==> src/include/rtcflg_consts.svh <==
// Constants for the clock flags and control register block
// Assumes byte-wide register port and a 20 MHz system clock
`ifndef RTCFLG_CONSTS_SVH
`define RTCFLG_CONSTS_SVH
`define RTCFLG_ADDR_W 17
`define RTCFLG_OFS_FLAGS 17'h1fff0
`define RTCFLG_OFS_CENT 17'h1fff1
`define RTCFLG_OFS_ASEC 17'h1fff2
`define RTCFLG_OFS_AMIN 17'h1fff3
`define RTCFLG_OFS_AHOUR 17'h1fff4
`define RTCFLG_OFS_ADAY 17'h1fff5
`define RTCFLG_OFS_TSEC 17'h1fff6
`define RTCFLG_OFS_TMIN 17'h1fff7
`define RTCFLG_OFS_THOUR 17'h1fff8
`define RTCFLG_OFS_TDAY 17'h1fff9
`define RTCFLG_BIT_WDOG 7
`define RTCFLG_BIT_ALM 6
`define RTCFLG_BIT_PWR 5
`define RTCFLG_BIT_OSC 4
`define RTCFLG_BIT_CAL 2
`define RTCFLG_BIT_W 1
`define RTCFLG_BIT_R 0
`define RTCFLG_BIT_MASK 7
`define RTCFLG_CENT_RST 8'h00
`define RTCFLG_ALARM_RST 8'h80
`define RTCFLG_CLK_HZ 20000000
`define RTCFLG_SEC_CYC 20000000
`endif

==> src/include/rtcflg_pkg.sv <==
// Types for the clock flags and control register block
// Assumes nothing beyond the constants header
package rtcflg_pkg;
	typedef logic [7:0] rtcflg_byte_type;
	typedef logic [3:0][7:0] rtcflg_time_type; // Day, hour, minute, second
	typedef enum logic [2:0] {
		RTCFLG_RUN = 3'h1,
		RTCFLG_WOPEN = 3'h2,
		RTCFLG_LOAD = 3'h4
	} rtcflg_wstate_type;
endpackage : rtcflg_pkg

==> src/include/rtcflg_match_if.sv <==
// Interface carrying time and alarm values to the matcher
// Assumes one driver per modport side
`timescale 1ns/1ps
`default_nettype none
interface rtcflg_match_if;
	import rtcflg_pkg::*;
	rtcflg_time_type now;
	rtcflg_time_type alarm;
	logic hit;
	modport ctl (output now, output alarm, input hit);
	modport cmp (input now, input alarm, output hit);
endinterface : rtcflg_match_if
`default_nettype wire

==> src/hdl/rtcflg_top.sv <==
// Flags/control register, century byte, alarm and time registers
// Assumes single-cycle strobes; read data valid the cycle after
// How it works
// - Alarm flag sets when unmasked time fields start to equal alarm values; not writable
// - Reading the flags register clears the alarm flag; reset clears it
// - Writing R to one while it is zero freezes holding registers with the current time
// - Writing R to zero lets holding registers follow the counters again
// - R bit is zero after reset
// - Each alarm byte holds packed-decimal value and a mask bit in bit 7
`timescale 1ns/1ps
`default_nettype none
`include "rtcflg_consts.svh"
module rtcflg_top
	import rtcflg_pkg::*;
(
	input wire logic sys_clk, // 20 MHz clock
	input wire logic rst, // Async reset, active high
	input wire logic [`RTCFLG_ADDR_W-1:0] addr, // Register address
	input wire logic [7:0] wdata, // Write data
	input wire logic wr_stb, // Write strobe
	input wire logic rd_stb, // Read strobe
	input wire logic power_low, // Supply under switch-over level
	input wire logic watchdog_expired, // Watchdog event pulse
	input wire logic osc_failed, // Oscillator fail event pulse
	output logic [7:0] rdata, // Read data, cycle after strobe
	output logic cal_out_en, // Calibration output enable
	output logic alarm_flag_out // Alarm flag level
);
	// Register state
	logic wdog_flag_r, wdog_flag_nxt, alm_flag_r, alm_flag_nxt;
	logic pwr_flag_r, pwr_flag_nxt, osc_r, osc_nxt;
	logic cal_r, cal_nxt, w_r, w_nxt, rs_r, rs_nxt;
	rtcflg_byte_type cent_r, cent_nxt, rdata_r, rdata_nxt;
	rtcflg_time_type alarm_r, alarm_nxt, cnt_r, cnt_nxt, hold_r, hold_nxt, base_r, base_nxt;
	rtcflg_wstate_type st_r, st_nxt;
	logic [24:0] tick_r, tick_nxt;
	logic hit_q_r, hit_q_nxt;
	rtcflg_match_if mif();

	rtcflg_match u_match (
		.m(mif.cmp)
	);
	assign mif.now = cnt_r;
	assign mif.alarm = alarm_r;

	// Packed-decimal increment with wrap limit
	function automatic rtcflg_byte_type bcd_inc(input rtcflg_byte_type v,
		input rtcflg_byte_type lim);
		rtcflg_byte_type r;
		if (v >= lim) begin
			r = 8'h00;
		end else if (v[3:0] == 4'h9) begin
			r = {v[7:4] + 4'h1, 4'h0};
		end else begin
			r = {v[7:4], v[3:0] + 4'h1};
		end
		return r;
	endfunction : bcd_inc

	// Decode used for both read and write
	function automatic logic hit_addr(input logic [`RTCFLG_ADDR_W-1:0] a,
		input logic [`RTCFLG_ADDR_W-1:0] o);
		return a == o;
	endfunction : hit_addr

	logic flags_rd;
	assign flags_rd = rd_stb & hit_addr(addr, `RTCFLG_OFS_FLAGS);

	// Next-state for flags, control, registers and counters
	always_comb begin
		wdog_flag_nxt = wdog_flag_r;
		alm_flag_nxt = alm_flag_r;
		pwr_flag_nxt = pwr_flag_r;
		osc_nxt = osc_r;
		cal_nxt = cal_r;
		w_nxt = w_r;
		rs_nxt = rs_r;
		cent_nxt = cent_r;
		alarm_nxt = alarm_r;
		base_nxt = base_r;
		cnt_nxt = cnt_r;
		hold_nxt = hold_r;
		st_nxt = st_r;
		tick_nxt = tick_r;
		rdata_nxt = 8'h00;
		hit_q_nxt = mif.hit;
		// Read-clear first so a same-cycle event still sets
		if (flags_rd) begin
			alm_flag_nxt = 1'b0;
			pwr_flag_nxt = 1'b0;
			wdog_flag_nxt = 1'b0;
		end
		// Only the match edge sets, so one match raises one flag
		if (mif.hit & ~hit_q_r) begin
			alm_flag_nxt = 1'b1;
		end
		if (power_low) begin
			pwr_flag_nxt = 1'b1;
		end
		if (watchdog_expired) begin
			wdog_flag_nxt = 1'b1;
		end
		if (osc_failed) begin
			osc_nxt = 1'b1;
		end
		// Timekeeping: seconds tick, halted while the write window is open
		if (st_r == RTCFLG_RUN) begin
			if (tick_r == 25'(`RTCFLG_SEC_CYC - 1)) begin
				tick_nxt = 25'h0;
				cnt_nxt[0] = bcd_inc(cnt_r[0], 8'h59);
				if (cnt_r[0] == 8'h59) begin
					cnt_nxt[1] = bcd_inc(cnt_r[1], 8'h59);
					if (cnt_r[1] == 8'h59) begin
						cnt_nxt[2] = bcd_inc(cnt_r[2], 8'h23);
						if (cnt_r[2] == 8'h23) begin
							cnt_nxt[3] = bcd_inc(cnt_r[3], 8'h31);
						end
					end
				end
			end else begin
				tick_nxt = tick_r + 25'h1;
			end
		end
		// Write port
		if (wr_stb) begin
			case (addr)
				`RTCFLG_OFS_FLAGS: begin
					// Event beats a same-cycle clearing write
					osc_nxt = (osc_r & wdata[`RTCFLG_BIT_OSC]) | osc_failed;
					cal_nxt = wdata[`RTCFLG_BIT_CAL];
					w_nxt = wdata[`RTCFLG_BIT_W];
					rs_nxt = wdata[`RTCFLG_BIT_R];
					if (wdata[`RTCFLG_BIT_R] & ~rs_r) begin
						hold_nxt = cnt_r;
					end
				end
				`RTCFLG_OFS_CENT: cent_nxt = wdata;
				`RTCFLG_OFS_ASEC: alarm_nxt[0] = wdata;
				`RTCFLG_OFS_AMIN: alarm_nxt[1] = wdata;
				`RTCFLG_OFS_AHOUR: alarm_nxt[2] = wdata;
				`RTCFLG_OFS_ADAY: alarm_nxt[3] = wdata;
				`RTCFLG_OFS_TSEC: if (w_r) base_nxt[0] = wdata;
				`RTCFLG_OFS_TMIN: if (w_r) base_nxt[1] = wdata;
				`RTCFLG_OFS_THOUR: if (w_r) base_nxt[2] = wdata;
				`RTCFLG_OFS_TDAY: if (w_r) base_nxt[3] = wdata;
				default: begin
				end
			endcase
		end
		// Write-window sequencer
		case (st_r)
			RTCFLG_RUN: if (w_nxt) st_nxt = RTCFLG_WOPEN;
			RTCFLG_WOPEN: if (~w_r) st_nxt = RTCFLG_LOAD;
			RTCFLG_LOAD: begin
				cnt_nxt = base_r;
				tick_nxt = 25'h0;
				st_nxt = RTCFLG_RUN;
			end
			default: st_nxt = RTCFLG_RUN;
		endcase
		// Holding registers track unless frozen
		if (~rs_r & ~(wr_stb & hit_addr(addr, `RTCFLG_OFS_FLAGS) & wdata[`RTCFLG_BIT_R])) begin
			hold_nxt = cnt_nxt;
		end
		// Read port; time reads come from holding registers
		if (rd_stb) begin
			case (addr)
				`RTCFLG_OFS_FLAGS: begin
					rdata_nxt = {wdog_flag_r, alm_flag_r, pwr_flag_r, osc_r,
						1'b0, cal_r, w_r, rs_r};
				end
				`RTCFLG_OFS_CENT: rdata_nxt = cent_r;
				`RTCFLG_OFS_ASEC: rdata_nxt = alarm_r[0];
				`RTCFLG_OFS_AMIN: rdata_nxt = alarm_r[1];
				`RTCFLG_OFS_AHOUR: rdata_nxt = alarm_r[2];
				`RTCFLG_OFS_ADAY: rdata_nxt = alarm_r[3];
				`RTCFLG_OFS_TSEC: rdata_nxt = hold_r[0];
				`RTCFLG_OFS_TMIN: rdata_nxt = hold_r[1];
				`RTCFLG_OFS_THOUR: rdata_nxt = hold_r[2];
				`RTCFLG_OFS_TDAY: rdata_nxt = hold_r[3];
				default: rdata_nxt = 8'h00;
			endcase
		end
	end

	// State registers; reset is power up
	always_ff @(posedge sys_clk or posedge rst) begin
		if (rst) begin
			wdog_flag_r <= 1'b0;
			alm_flag_r <= 1'b0;
			pwr_flag_r <= 1'b0;
			osc_r <= 1'b0;
			cal_r <= 1'b0;
			w_r <= 1'b0;
			rs_r <= 1'b0;
			cent_r <= `RTCFLG_CENT_RST;
			alarm_r <= {4{`RTCFLG_ALARM_RST}};
			base_r <= '0;
			cnt_r <= '0;
			hold_r <= '0;
			st_r <= RTCFLG_RUN;
			tick_r <= 25'h0;
			rdata_r <= 8'h00;
			// Matches its idle level: all alarm fields masked after reset
			hit_q_r <= 1'b1;
		end else begin
			wdog_flag_r <= wdog_flag_nxt;
			alm_flag_r <= alm_flag_nxt;
			pwr_flag_r <= pwr_flag_nxt;
			osc_r <= osc_nxt;
			cal_r <= cal_nxt;
			w_r <= w_nxt;
			rs_r <= rs_nxt;
			cent_r <= cent_nxt;
			alarm_r <= alarm_nxt;
			base_r <= base_nxt;
			cnt_r <= cnt_nxt;
			hold_r <= hold_nxt;
			st_r <= st_nxt;
			tick_r <= tick_nxt;
			rdata_r <= rdata_nxt;
			hit_q_r <= hit_q_nxt;
		end
	end

	assign rdata = rdata_r;
	assign cal_out_en = cal_r;
	assign alarm_flag_out = alm_flag_r;
endmodule : rtcflg_top
`default_nettype wire

==> src/hdl/rtcflg_match.sv <==
// Alarm comparator over four masked packed-decimal fields
// Assumes alarm bytes carry the mask in bit 7
`timescale 1ns/1ps
`default_nettype none
`include "rtcflg_consts.svh"
module rtcflg_match
	import rtcflg_pkg::*;
(
	rtcflg_match_if.cmp m // Time and alarm values
);
	logic [3:0] field_ok;
	genvar g;
	// A masked field always agrees
	generate
		for (g = 0; g < 4; g++) begin : g_fld
			assign field_ok[g] = m.alarm[g][`RTCFLG_BIT_MASK] |
				(m.alarm[g][6:0] == m.now[g][6:0]);
		end
	endgenerate
	assign m.hit = &field_ok;
endmodule : rtcflg_match
`default_nettype wire

==> config.mk <==
export PLATFORM = sky130hd
export DESIGN_NAME = rtcflg_top
export DESIGN_NICKNAME = d
export VERILOG_FILES = /design/src/include/rtcflg_pkg.sv /design/src/include/rtcflg_match_if.sv /design/src/hdl/rtcflg_top.sv /design/src/hdl/rtcflg_match.sv
export VERILOG_INCLUDE_DIRS = /design/src /design/src/include
export SDC_FILE = /design/constraint.sdc
export NUM_CORES = 1
export LEC_CHECK = 0
export ABC_AREA = 1
export BUFFER_PORTS_ARGS = -buffer_cell sky130_fd_sc_hd__buf_2
export CORE_ASPECT_RATIO = 0.9
export CORE_MARGIN = 3
export CORE_UTILIZATION = 55
export CTS_BUF_LIST = sky130_fd_sc_hd__clkbuf_8
export CTS_CLUSTER_DIAMETER = 30
export CTS_CLUSTER_SIZE = 10
export DETAILED_ROUTE_END_ITERATION = 6
export GPL_ROUTABILITY_DRIVEN = 0
export PLACE_DENSITY = 0.72
export REMOVE_ABC_BUFFERS = 1
export SETUP_SLACK_MARGIN = 0.4
export SLEW_MARGIN = 25
export SYNTH_ARGS = -nofsm -noshare
export SYNTH_HDL_FRONTEND = slang
export SYNTH_SLANG_ARGS = --single-unit
==> constraint.sdc <==
create_clock -name sys_clk -period 6.33 [get_ports sys_clk]
set_input_delay 0.3165 -clock sys_clk [delete_from_list [all_inputs] [get_ports sys_clk]]
set_output_delay 0.3165 -clock sys_clk [all_outputs]
set_load 0.02 [all_outputs]
==> impl_results.md, run 1 <==
- Status: finished, final reports clean
- #FFs+latches synth: 180
- Post-Route WL: 28010 um
- Area growth, synth to finish: 6.891%
- Final worst path period need: 3.088 ns
- Crit path max fanout: 43
- Clock Path Buffers: 2
- DP Cell Count: 1558
- Final clock skew: 0.01290 ns
- FF-to-FF setup slack: 3.24 ns
- WHS Endpoint: osc_r
- Cell row count: 46
- Lkg Pwr: 5.478 nW
- Hold Fails Final Rpt: 0
- YS warnings: 0
- Sink Count: 180
- WP data arrival: 3.46 ns
- DRT iter0 DRCs: 1391
- CP startpoint kind: register
- Fmax achieved: 0.3238 GHz
- DRT Pass-1 Iters: 6
- Worst skew pair latency: 0.48 ns
- Setup bufs post-CTS: 0
- Worst reg2reg path endpoint: hold_r[9]
- R2r startpoint: rs_r
- Antenna Cells: 0
- Total gr overflow: 0
- Die Area: 0.02005 mm2
- FILL cells: 1647
- Placed Area: 0.01045 mm2
- Final instance area: 0.01081 mm2
- Tightest Pin Transition: 0.9810 ns
- Cell variety after synth: 52
- Pwr Total: 2.066 mW
- Gate Count Post-Synth: 1312
- Power per Cell Area: 191.1 mW/mm2
- Final WS setup: 3.242 ns
- RSZ-0062 raised after global routing: false
- Clk slew on worst S/H paths: 0.09 ns
- DP Wirelength: 20050 um
- Worst Hold Depth: 3
- DP Worst Slack: 3.267 ns
- Post-DRT Antenna Nets: 0
- Initial antenna violation count: 1
- Total CTS buffers: 17
- Endpoints failing setup: 0
- Critical path class: reg -> reg
- CTS Root Cell: clkbuf_8
- Max-cap violation count: 0
- Core Util, Final: 0.6059
- CTS Hold Bufs: 0
- Avg Inst Size Synth: 7.708 um2
- Sequential cell area fraction in the yosys report: 0.4461
- Vias: 8915
- Core Region: 0.01784 mm2
- Max-slew headroom: 0.3453
- Final max-slew violation count: 0
- Die Ht: 134.6 um
- Tcrit/Tclk final: 0.4878
- Max H-tree Level: 4
- IO Count: 42
- Peak supply drop: 0.0001287 V
- Hold slack: 0.01849 ns
- R2R depth: 7
- Avg Vias per Cell: 5.607
- Post-CTS sizing: 0
- Critical Path RT: 6.70 ns
- Hold path startpoint: osc_failed
- Starting Density: 0.5668
- Die W: 148.9 um
- First-pass GRT wire length: 44420 um
- CP endpoint kind: register
- Final net count: 1382
- Share of post-route cells with drive strength above 1: 0.1148
- Synth Cell Area: 0.01011 mm2
- Port Buf Inserts: 41
- Sum of negative setup slack: 0 ns
- Non-filler instance count after layout: 1590
- Routed length per placed instance: 17.62 um
- GRT Resource Usage Total: 0.2872
- Vias in the first global route: 8001
- # DRC: 0
- TritonCTS clock tree: built
- Largest net degree at the start of global routing: 129
- Hold Path Class: in -> reg
[cells in the final DEF (no fill, tap or decap), types with 12 or more instances in the layout]
cell,n
nor2_4,15
inv_1,146
nand4_1,19
clkbuf_8,20
dfrtp_1,174
nor3_1,17
a21oi_1,20
nor2_1,80
xor2_1,31
o21ai_0,104
xnor2_1,13
o22ai_1,12
nand3_1,102
o211ai_1,16
nand2_2,14
nand2_1,371
o21ai_1,52
ha_1,13
buf_2,41
[cell type report]
type	count	area [um2]	area share
Clock buffer	20	275.3	0.02546
Clock inverter	12	82.58	0.007639
Inverter	158	601.8	0.05567
Multi-Input combinational cell	935	4803	0.4443
Sequential cell	180	4512	0.4174
Tap cell	240	300.3	0.02778
Timing Repair Buffer	45	235.2	0.02176
[Yosys cell counts, drive strengths merged]
library cell | number | area [um2]
ha | 13 | 162.7
a41oi | 1 | 8.760
nand3 | 104 | 538.0
clkbuf | 16 | 60.06
dfstp | 6 | 157.7
o21ai | 157 | 789.5
o211ai | 16 | 120.1
xnor2 | 13 | 113.9
nand3b | 10 | 87.58
o22ai | 12 | 75.07
o22a | 1 | 8.760
clkinv | 3 | 12.51
o21a | 1 | 7.510
a31oi | 1 | 6.260
dfrtp | 174 | 4354
inv | 155 | 581.8
nand2 | 388 | 1514
a31o | 1 | 8.760
nand4 | 22 | 165.2
o41ai | 1 | 8.760
xor2 | 31 | 271.5
and3 | 2 | 12.51
nor3b | 1 | 7.510
nor4 | 2 | 18.77
o31ai | 2 | 15.01
o21bai | 2 | 15.01
buf | 23 | 148.9
nor2 | 108 | 591.8
or2 | 4 | 25.02
nor3 | 19 | 100.1
a21oi | 22 | 117.6
a22o | 1 | 8.760
[logic make-up (layout without fill, tap and decap cells)]
family,after synthesis,in the layout,share of synthesized area
XOR/XNOR,44,44,0.03810
buffers and inverters,197,235,0.07943
AO/OA/AOI/OAI,218,218,0.1177
flip-flops,180,180,0.4461
adder cells (fa/ha/maj),13,13,0.01608
AND/OR/NAND/NOR,660,660,0.3026
[registers in the layout (all words and copies together), names as in the netlist]
register,flops
st_r,3
pwr_flag_r,1
cnt_r,32
hold_r,32
w_r,1
osc_r,1
hit_q_r,1
wdog_flag_r,1
base_r,32
cal_out_en,1
alarm_r,32
alarm_flag_out,1
cent_r,8
tick_r,25
rdata,8
rs_r,1
[critical path, cell delays in order, from the launching register on]
cell and delay [ns]:
dfrtp_1 0.37, buf_4 0.25, inv_1 0.55, nand2_1 0.58
inv_1 0.91, o211ai_1 0.19, nand2_1 0.10, inv_1 0.04
[layer usage]
layer / routed length, um / share of wire / GRT usage
met3: 2621 / 0.094 / 0.06174
met5: 0 / 0 / 0
met1: 13070 / 0.47 / 0.4535
met4: 701 / 0.025 / 0.09405
met2: 11610 / 0.41 / 0.3911
[power by group]
group          internal, mW  switching, mW  total [mW]
Combinational        0.0368         0.0886       0.125
Clock                 0.302          0.439       0.741
Sequential             1.17         0.0251        1.20
Total                  1.51          0.553        2.07
[worst max-delay path by stage]
| stage | slack [ns] | startpoint | to | cells after the start |
|---|---|---|---|---|
| final | 3.24 | rs_r | hold_r[9] | 7 |
| after global routing | 2.83 | rs_r | hold_r[0] | 7 |
| after CTS | 3.22 | rs_r | hold_r[9] | 7 |
| after detailed placement | 3.27 | rs_r | hold_r[0] | 7 |
| after global placement | 3.36 | rs_r | hold_r[0] | 7 |
| after floorplan | 1.14 | rst | alarm_flag_out | 1 |
(Power assumes the default switching activity.)
==> inputs of run 2 (changes only) <==
--- a/config.mk
+++ b/config.mk
@@ -16,7 +16,7 @@
 export CTS_CLUSTER_SIZE = 10
 export DETAILED_ROUTE_END_ITERATION = 6
 export GPL_ROUTABILITY_DRIVEN = 0
-export PLACE_DENSITY = 0.72
+export PLACE_DENSITY = 0.75
 export REMOVE_ABC_BUFFERS = 1
 export SETUP_SLACK_MARGIN = 0.4
 export SLEW_MARGIN = 25
==> constraint.sdc (replaced) <==
create_clock -name sys_clk -period 2.8 [get_ports sys_clk]
set_input_delay 0.14 -clock sys_clk [delete_from_list [all_inputs] [get_ports sys_clk]]
set_output_delay 0.14 -clock sys_clk [all_outputs]
set_load 0.02 [all_outputs]
==> run 2 against run 1 <==
Clock skew up 0.0051 ns. Non-clock buffer count up 16. Die area unchanged. Maximum frequency up 41%. Sequential power up 130%. Global-route usage about the same. Flip-flop and latch count unchanged. Critical path depth up 7. Register-to-register slack worse by 2.6 ns. Combinational power up 140%. Power up 140%. First-iteration DRC count down 43%. Critical path type unchanged. Critical endpoint is now hold_r[27]. Largest cell class unchanged.
==> impl_results.md, run 2 (same netlist as run 1, synthesis figures left out) <==
- Antenna Cells: 0 (unchanged)
- Initial antenna violation count: 0 (was 1)
- Critical path class: reg -> reg (unchanged)
- Worst skew pair latency: 0.47 ns (was 0.48 ns)
- Clk slew on worst S/H paths: 0.10 ns (was 0.09 ns)
- Max-slew headroom: 0.5513 (was 0.3453)
- CTS Root Cell: clkbuf_8 (unchanged)
- Endpoints failing setup: 0 (unchanged)
- Core Region: 0.01784 mm2 (unchanged)
- RSZ-0062 raised after global routing: false (unchanged)
- Placed Area: 0.01054 mm2 (was 0.01045 mm2)
- DRT Pass-1 Iters: 5 (was 6)
- Hold slack: 0.04015 ns (was 0.01849 ns)
- CP startpoint kind: register (unchanged)
- Die Ht: 134.6 um (unchanged)
- Port Buf Inserts: 41 (unchanged)
- Cell row count: 46 (unchanged)
- # DRC: 0 (unchanged)
- CP dominant cell by count: nand2_1 (was inv_1)
- TritonCTS clock tree: built (unchanged)
- Most frequent cells in the layout: 370 x nand2_1, 174 x dfrtp_1, 144 x inv_1 (was 371 x nand2_1, 174 x dfrtp_1, 146 x inv_1)
- Max-cap violation count: 0 (unchanged)
- Critical-path top delay cell: dfrtp_1 (was inv_1)
- CP bufs+invs: 0 (was 4)
- Commonest non-fill, non-tap cell in the layout: nand2_1 (unchanged)
- Critical Path RT: 3.18 ns (was 6.70 ns)
- Starting Density: 0.5668 (unchanged)
- Lkg Pwr: 5.595 nW (was 5.478 nW)
- Final max-slew violation count: 0 (unchanged)
- Die W: 148.9 um (unchanged)
- Setup bufs post-CTS: 0 (unchanged)
- GRT Resource Usage Total: 0.2867 (was 0.2872)
- Routed length per placed instance: 17.26 um (was 17.62 um)
- Switching share of power: 0.2521 (was 0.2675)
- CP endpoint kind: register (unchanged)
- Peak supply drop: 0.0003663 V (was 0.0001287 V)
- Final clock skew: 0.01799 ns (was 0.01290 ns)
- DP Wirelength: 19730 um (was 20050 um)
- Part of the power in registers: 0.540 (was 0.581)
- IO Count: 42 (unchanged)
- Int Power: 3.760 mW (was 1.513 mW)
- Vias: 8930 (was 8915)
- Sink Count: 180 (unchanged)
- FILL cells: 1562 (was 1647)
- Die Area: 0.02005 mm2 (unchanged)
- Avg Vias per Cell: 5.560 (was 5.607)
- Post-DRT Antenna Nets: 0 (unchanged)
- Multi-input logic area: 0.004806 mm2 (was 0.004803 mm2)
- Total CTS buffers: 17 (unchanged)
- Vias in the first global route: 8368 (was 8001)
- First-pass GRT wire length: 44910 um (was 44420 um)
- Core Util, Final: 0.6194 (was 0.6059)
- Pwr Total: 5.027 mW (was 2.066 mW)
- Largest net degree at the start of global routing: 91 (was 129)
- Share of post-route cells with drive strength above 1: 0.1230 (was 0.1148)
- Area growth, synth to finish: 9.278% (was 6.891%)
- DRT iter0 DRCs: 791 (was 1391)
- Sw power: 1.267 mW (was 552.6 uW)
- Biggest cell delay along the critical path: 0.41 ns (was 0.91 ns)
- Delay-heaviest family, CP: simple AND/OR/NAND/NOR gates (was buffers and inverters)
- WP data arrival: 2.56 ns (was 3.46 ns)
- Logic pwr share: 0.060 (was 0.061)
- Post-Route WL: 27730 um (was 28010 um)
- Clock Path Buffers: 2 (unchanged)
- Hold Fails Final Rpt: 0 (unchanged)
- Clk pwr share: 0.400 (was 0.359)
- Status: finished, final reports clean (unchanged)
- Final instance area: 0.01105 mm2 (was 0.01081 mm2)
- Fmax achieved: 0.4572 GHz (was 0.3238 GHz)
- Tcrit/Tclk final: 0.7812 (was 0.4878)
- Worst-path cell chain: ha_1, nand2_2, nor2_2, nand2_2, nor2_4, nand3_4, nor2_8, nand2_2, nand2_1, nand3_1, nand2_1, nand2_1, nand2_1, nand2_1 (was buf_4, inv_1, nand2_1, inv_1, o211ai_1, nand2_1, inv_1)
- Tightest Pin Transition: 0.6723 ns (was 0.9810 ns)
- Max H-tree Level: 4 (unchanged)
- Total gr overflow: 0 (unchanged)
- Power per Cell Area: 454.9 mW/mm2 (was 191.1 mW/mm2)
- Final net count: 1398 (was 1382)
- Final worst path period need: 2.187 ns (was 3.088 ns)
- Crit path max fanout: 8 (was 43)
- Register area: 0.004512 mm2 (unchanged)
- Hold Path Class: in -> reg (unchanged)
==> run 2: cell types whose count changed in the layout (fill, tap and decap cells not counted), moves of 2 or more <==
cell / previous run / this run
buf_4: 4 / 13
bufinv_16: 0 / 4
clkbuf_8: 20 / 18
clkinvlp_4: 4 / 2
dlygate4sd3_1: 0 / 6
inv_1: 146 / 144
inv_8: 1 / 3
==> run 2: repair_timing <==
item,in CTS,in global routing
endpoints found under the setup margin,0,1
hold buffers,6,0
hold endpoints to repair,89,0
gates resized for setup,0,1
==> run 2: path summary, 6_finish.rpt <==
check / start / end / slack, ns / cells after the start
min reg2reg: hold_r[8] / hold_r[8] / 0.49 / 2
max: tick_r[0] / hold_r[27] / 0.61 / 14
max reg2reg: tick_r[0] / hold_r[27] / 0.61 / 14
min: wdata[0] / rs_r / 0.04 / 3
min in group asynchronous: rst / tick_r[18] / 0.32 / 3
max in group asynchronous: rst / hit_q_r / 1.69 / 4
==> run 2: area by class of cell <==
type	count	area share
clock buffers	18	0.02242
clock inverters	14	0.01823
inverters	158	0.05446
multi-input cells	935	0.4348
flip-flops and latches	180	0.4082
well taps	240	0.02717
repair buffers	61	0.03464
==> run 2: through the flow <==
step	setup slack [ns]	std cells	TNS, ns
after floorplan	-2.217	1273	-452.01
after global routing	0.4165	1606	0
final	0.6127	1606	0
after detailed placement	0.6200	1568	0
after CTS	0.6032	1606	0
after global placement	0.6503	1568	0
==> run 2: power by group through the flow <==
stage               Combinational [mW]  Clock (mW)  Sequential, mW
global placement                 0.287           0            2.76
floorplan                        0.181           0            2.75
CTS                              0.301        2.03            2.71
finish                           0.300        2.01            2.72
detailed placement               0.295           0            2.76
global route                     0.333        2.15            2.72
==> run 2: worst min-delay path, delay by kind of cell <==
family / cells / cell delay, ns
buf+inv: 1 / 0.12
simple gates: 1 / 0.09
compound gates: 1 / 0.10
==> run 2: metal layers <==
layer  vias to the layer above  track usage  routed length (um)
met5                         -            0                   0
li1                       4314            -                   -
met4                         0       0.1017                 868
met3                        55      0.06208                2342
met2                       394       0.4265               12210
met1                      4167       0.4171               12310
==> inputs of run 3 (changes only) <==
--- a/config.mk
+++ b/config.mk
@@ -16,7 +16,7 @@
 export CTS_CLUSTER_SIZE = 10
 export DETAILED_ROUTE_END_ITERATION = 6
 export GPL_ROUTABILITY_DRIVEN = 0
-export PLACE_DENSITY = 0.75
+export PLACE_DENSITY = 0.72
 export REMOVE_ABC_BUFFERS = 1
 export SETUP_SLACK_MARGIN = 0.4
 export SLEW_MARGIN = 25
==> constraint.sdc (replaced) <==
create_clock -name sys_clk -period 2.1 [get_ports sys_clk]
set_input_delay 0.105 -clock sys_clk [delete_from_list [all_inputs] [get_ports sys_clk]]
set_output_delay 0.105 -clock sys_clk [all_outputs]
set_load 0.02 [all_outputs]
==> run 3 against run 2 <==
Clock-buffer cell count rose by 1. First-iteration DRC count is 32% higher. Die area did not move. Clock power grew 14%. Hold slack got worse by 0.025 ns. Sequential power rose by 33%. Flip-flop and latch count unchanged. Core utilization is 4.4 points higher. Wire length grew 5.9%. Largest cell class unchanged.
==> impl_results.md, run 3 (same netlist as run 1, synthesis figures left out) <==
- TritonCTS clock tree: built (unchanged)
- Die W: 148.9 um (unchanged)
- Endpoints failing setup: 0 (unchanged)
- Post-DRT Antenna Nets: 0 (unchanged)
- Tcrit/Tclk final: 0.9645 (was 0.7812)
- Area growth, synth to finish: 17.01% (was 9.278%)
- Commonest non-fill, non-tap cell in the layout: nand2_1 (unchanged)
- Tightest Pin Transition: 0.7187 ns (was 0.6723 ns)
- Vias: 9256 (was 8930)
- Cell row count: 46 (unchanged)
- Largest net degree at the start of global routing: 79 (was 91)
- Vias in the first global route: 8585 (was 8368)
- Hold Path Class: in -> reg (unchanged)
- Max-slew headroom: 0.5203 (was 0.5513)
- Total CTS buffers: 17 (unchanged)
- First-pass GRT wire length: 46290 um (was 44910 um)
- IO Count: 42 (unchanged)
- CP endpoint kind: register (unchanged)
- Starting Density: 0.5668 (unchanged)
- FILL cells: 1482 (was 1562)
- Critical Path RT: 2.52 ns (was 3.18 ns)
- Hold Fails Final Rpt: 0 (unchanged)
- # DRC: 0 (unchanged)
- DP Wirelength: 20640 um (was 19730 um)
- Share of post-route cells with drive strength above 1: 0.2028 (was 0.1230)
- Most Used Layer, Global Route: met2 (unchanged)
- Total gr overflow: 0 (unchanged)
- Fmax achieved: 0.4937 GHz (was 0.4572 GHz)
- Final max-slew violation count: 0 (unchanged)
- CTS Root Cell: clkbuf_8 (unchanged)
- Biggest cell delay along the critical path: 0.38 ns (was 0.41 ns)
- M1 GR Usage: 0.4316 (was 0.4171)
- Power per Cell Area: 544.5 mW/mm2 (was 454.9 mW/mm2)
- Critical path class: reg -> reg (unchanged)
- GRT Resource Usage Total: 0.2966 (was 0.2867)
- CP startpoint kind: register (unchanged)
- Antenna Cells: 0 (unchanged)
- Lkg Pwr: 6.044 nW (was 5.595 nW)
- RSZ-0062 raised after global routing: true (was false)
- Worst skew pair latency: 0.48 ns (was 0.47 ns)
- Port Buf Inserts: 41 (unchanged)
- Critical-path top delay cell: dfrtp_1 (unchanged)
- Final net count: 1462 (was 1398)
- Max-cap violation count: 0 (unchanged)
- Core Region: 0.01784 mm2 (unchanged)
- Final clock skew: 0.01438 ns (was 0.01799 ns)
- Final worst path period need: 2.025 ns (was 2.187 ns)
- Initial antenna violation count: 0 (unchanged)
- Die Ht: 134.6 um (unchanged)
- Crit path max fanout: 4 (was 8)
- Status: finished, final reports clean (unchanged)
- WP data arrival: 2.45 ns (was 2.56 ns)
- Met2 usage: 0.4416 (was 0.4265)
- Clock Path Buffers: 2 (unchanged)
- DRT iter0 DRCs: 1043 (was 791)
- Max H-tree Level: 4 (unchanged)
- Peak supply drop: 0.0003884 V (was 0.0003663 V)
- DP Worst Slack: 0.05772 ns (was 0.6200 ns)
- Global Route met3 Usage: 0.06477 (was 0.06208)
- Post-Route WL: 29370 um (was 27730 um)
- FF-to-FF setup slack: 0.07 ns (was 0.61 ns)
- Final WS setup: 0.07454 ns (was 0.6127 ns)
- Worst-path cell chain: ha_2, nand2_2, nor2_4, nand2_4, inv_4, nand2_4, nor2_4, nand2_4, nor2_4, nand2_2, nand2_2, nand3_2, nand3_2, o21ai_2, inv_1 (was ha_1, nand2_2, nor2_2, nand2_2, nor2_4, nand3_4, nor2_8, nand2_2, nand2_1, nand3_1, nand2_1, nand2_1, nand2_1, nand2_1)
- Avg Vias per Cell: 5.543 (was 5.560)
- DRT Pass-1 Iters: 6 (was 5)
- Sum of negative setup slack: 0 ns (unchanged)
- Most frequent cells in the layout: 353 x nand2_1, 174 x dfrtp_1, 138 x inv_1 (was 370 x nand2_1, 174 x dfrtp_1, 144 x inv_1)
- Routed length per placed instance: 17.59 um (was 17.26 um)
- Die Area: 0.02005 mm2 (unchanged)
- Clk slew on worst S/H paths: 0.09 ns (was 0.10 ns)
- Sink Count: 180 (unchanged)
run 3: worst paths after layout:
check,startpoint,to,depth (start not counted)
setup / recovery,tick_r[0],hold_r[21],15
hold / removal,wdata[0],rs_r,3
setup reg to reg,tick_r[0],hold_r[21],15
hold reg to reg,alarm_r[7],alarm_r[7],2
max in group asynchronous,rst,alarm_r[23],4
min in group asynchronous,rst,base_r[22],3
run 3: cell type report:
class                      count  area (um2)  area share
clock buffer                  19       261.5     0.02210
multi-input combinational    935        5104      0.4313
tap                          240       300.3     0.02538
sequential                   180        4512      0.3813
inverter                     158       609.3     0.05149
timing repair buffer         125       937.1     0.07919
clock inverter                13       110.1    0.009304
run 3: where the power goes:
part	total, mW	internal, mW	switching, mW
clock	2.30	0.995	1.30
sequential	3.62	3.54	0.0782
combinational	0.531	0.208	0.323
total	6.44	4.74	1.70
run 3: timing repair:
| item | 4_1_cts | 5_1_grt |
|---|---|---|
| setup buffers | 18 | 17 |
| gates resized for setup | 54 | 57 |
| endpoints found under the hold margin | 74 | 0 |
| gates cloned | 0 | 0 |
| pin swaps | 27 | 53 |
| hold buffers | 6 | 0 |
| setup endpoints to repair | 86 | 90 |
run 3: critical path: cells and delay by family (launching register included):
kind,cells,cell delay [ns]
AOI/OAI and AO/OA,1,0.05
adders and majority gates,1,0.20
buffers and inverters,2,0.14
DFF,1,0.38
and+or+nand+nor,11,1.21
run 3: per-layer routing:
| metal | vias up | share of wire | routed length, um |
|---|---|---|---|
| met3 | 59 | 0.090 | 2653 |
| met4 | 0 | 0.027 | 782 |
| met5 | - | 0 | 0 |
| met1 | 4308 | 0.44 | 12900 |
| met2 | 433 | 0.44 | 13030 |
| li1 | 4456 | - | - |
run 3: per-stage QoR:
stage / power, mW / hold slack (ns) / util / std cells / area, um2
3_5_place_dp: 4.099 / 0.2164 / 0.6043 / 1597 / 10780
2_1_floorplan: 3.907 / 0.2034 / - / 1273 / 9905
3_3_place_gp: 4.085 / 0.2190 / 0.6043 / 1597 / 10780
4_1_cts: 6.408 / 0.01322 / 0.6466 / 1653 / 11540
5_1_grt: 6.692 / 0.03995 / 0.6633 / 1670 / 11830
6_report: 6.444 / 0.01501 / 0.6633 / 1670 / 11830
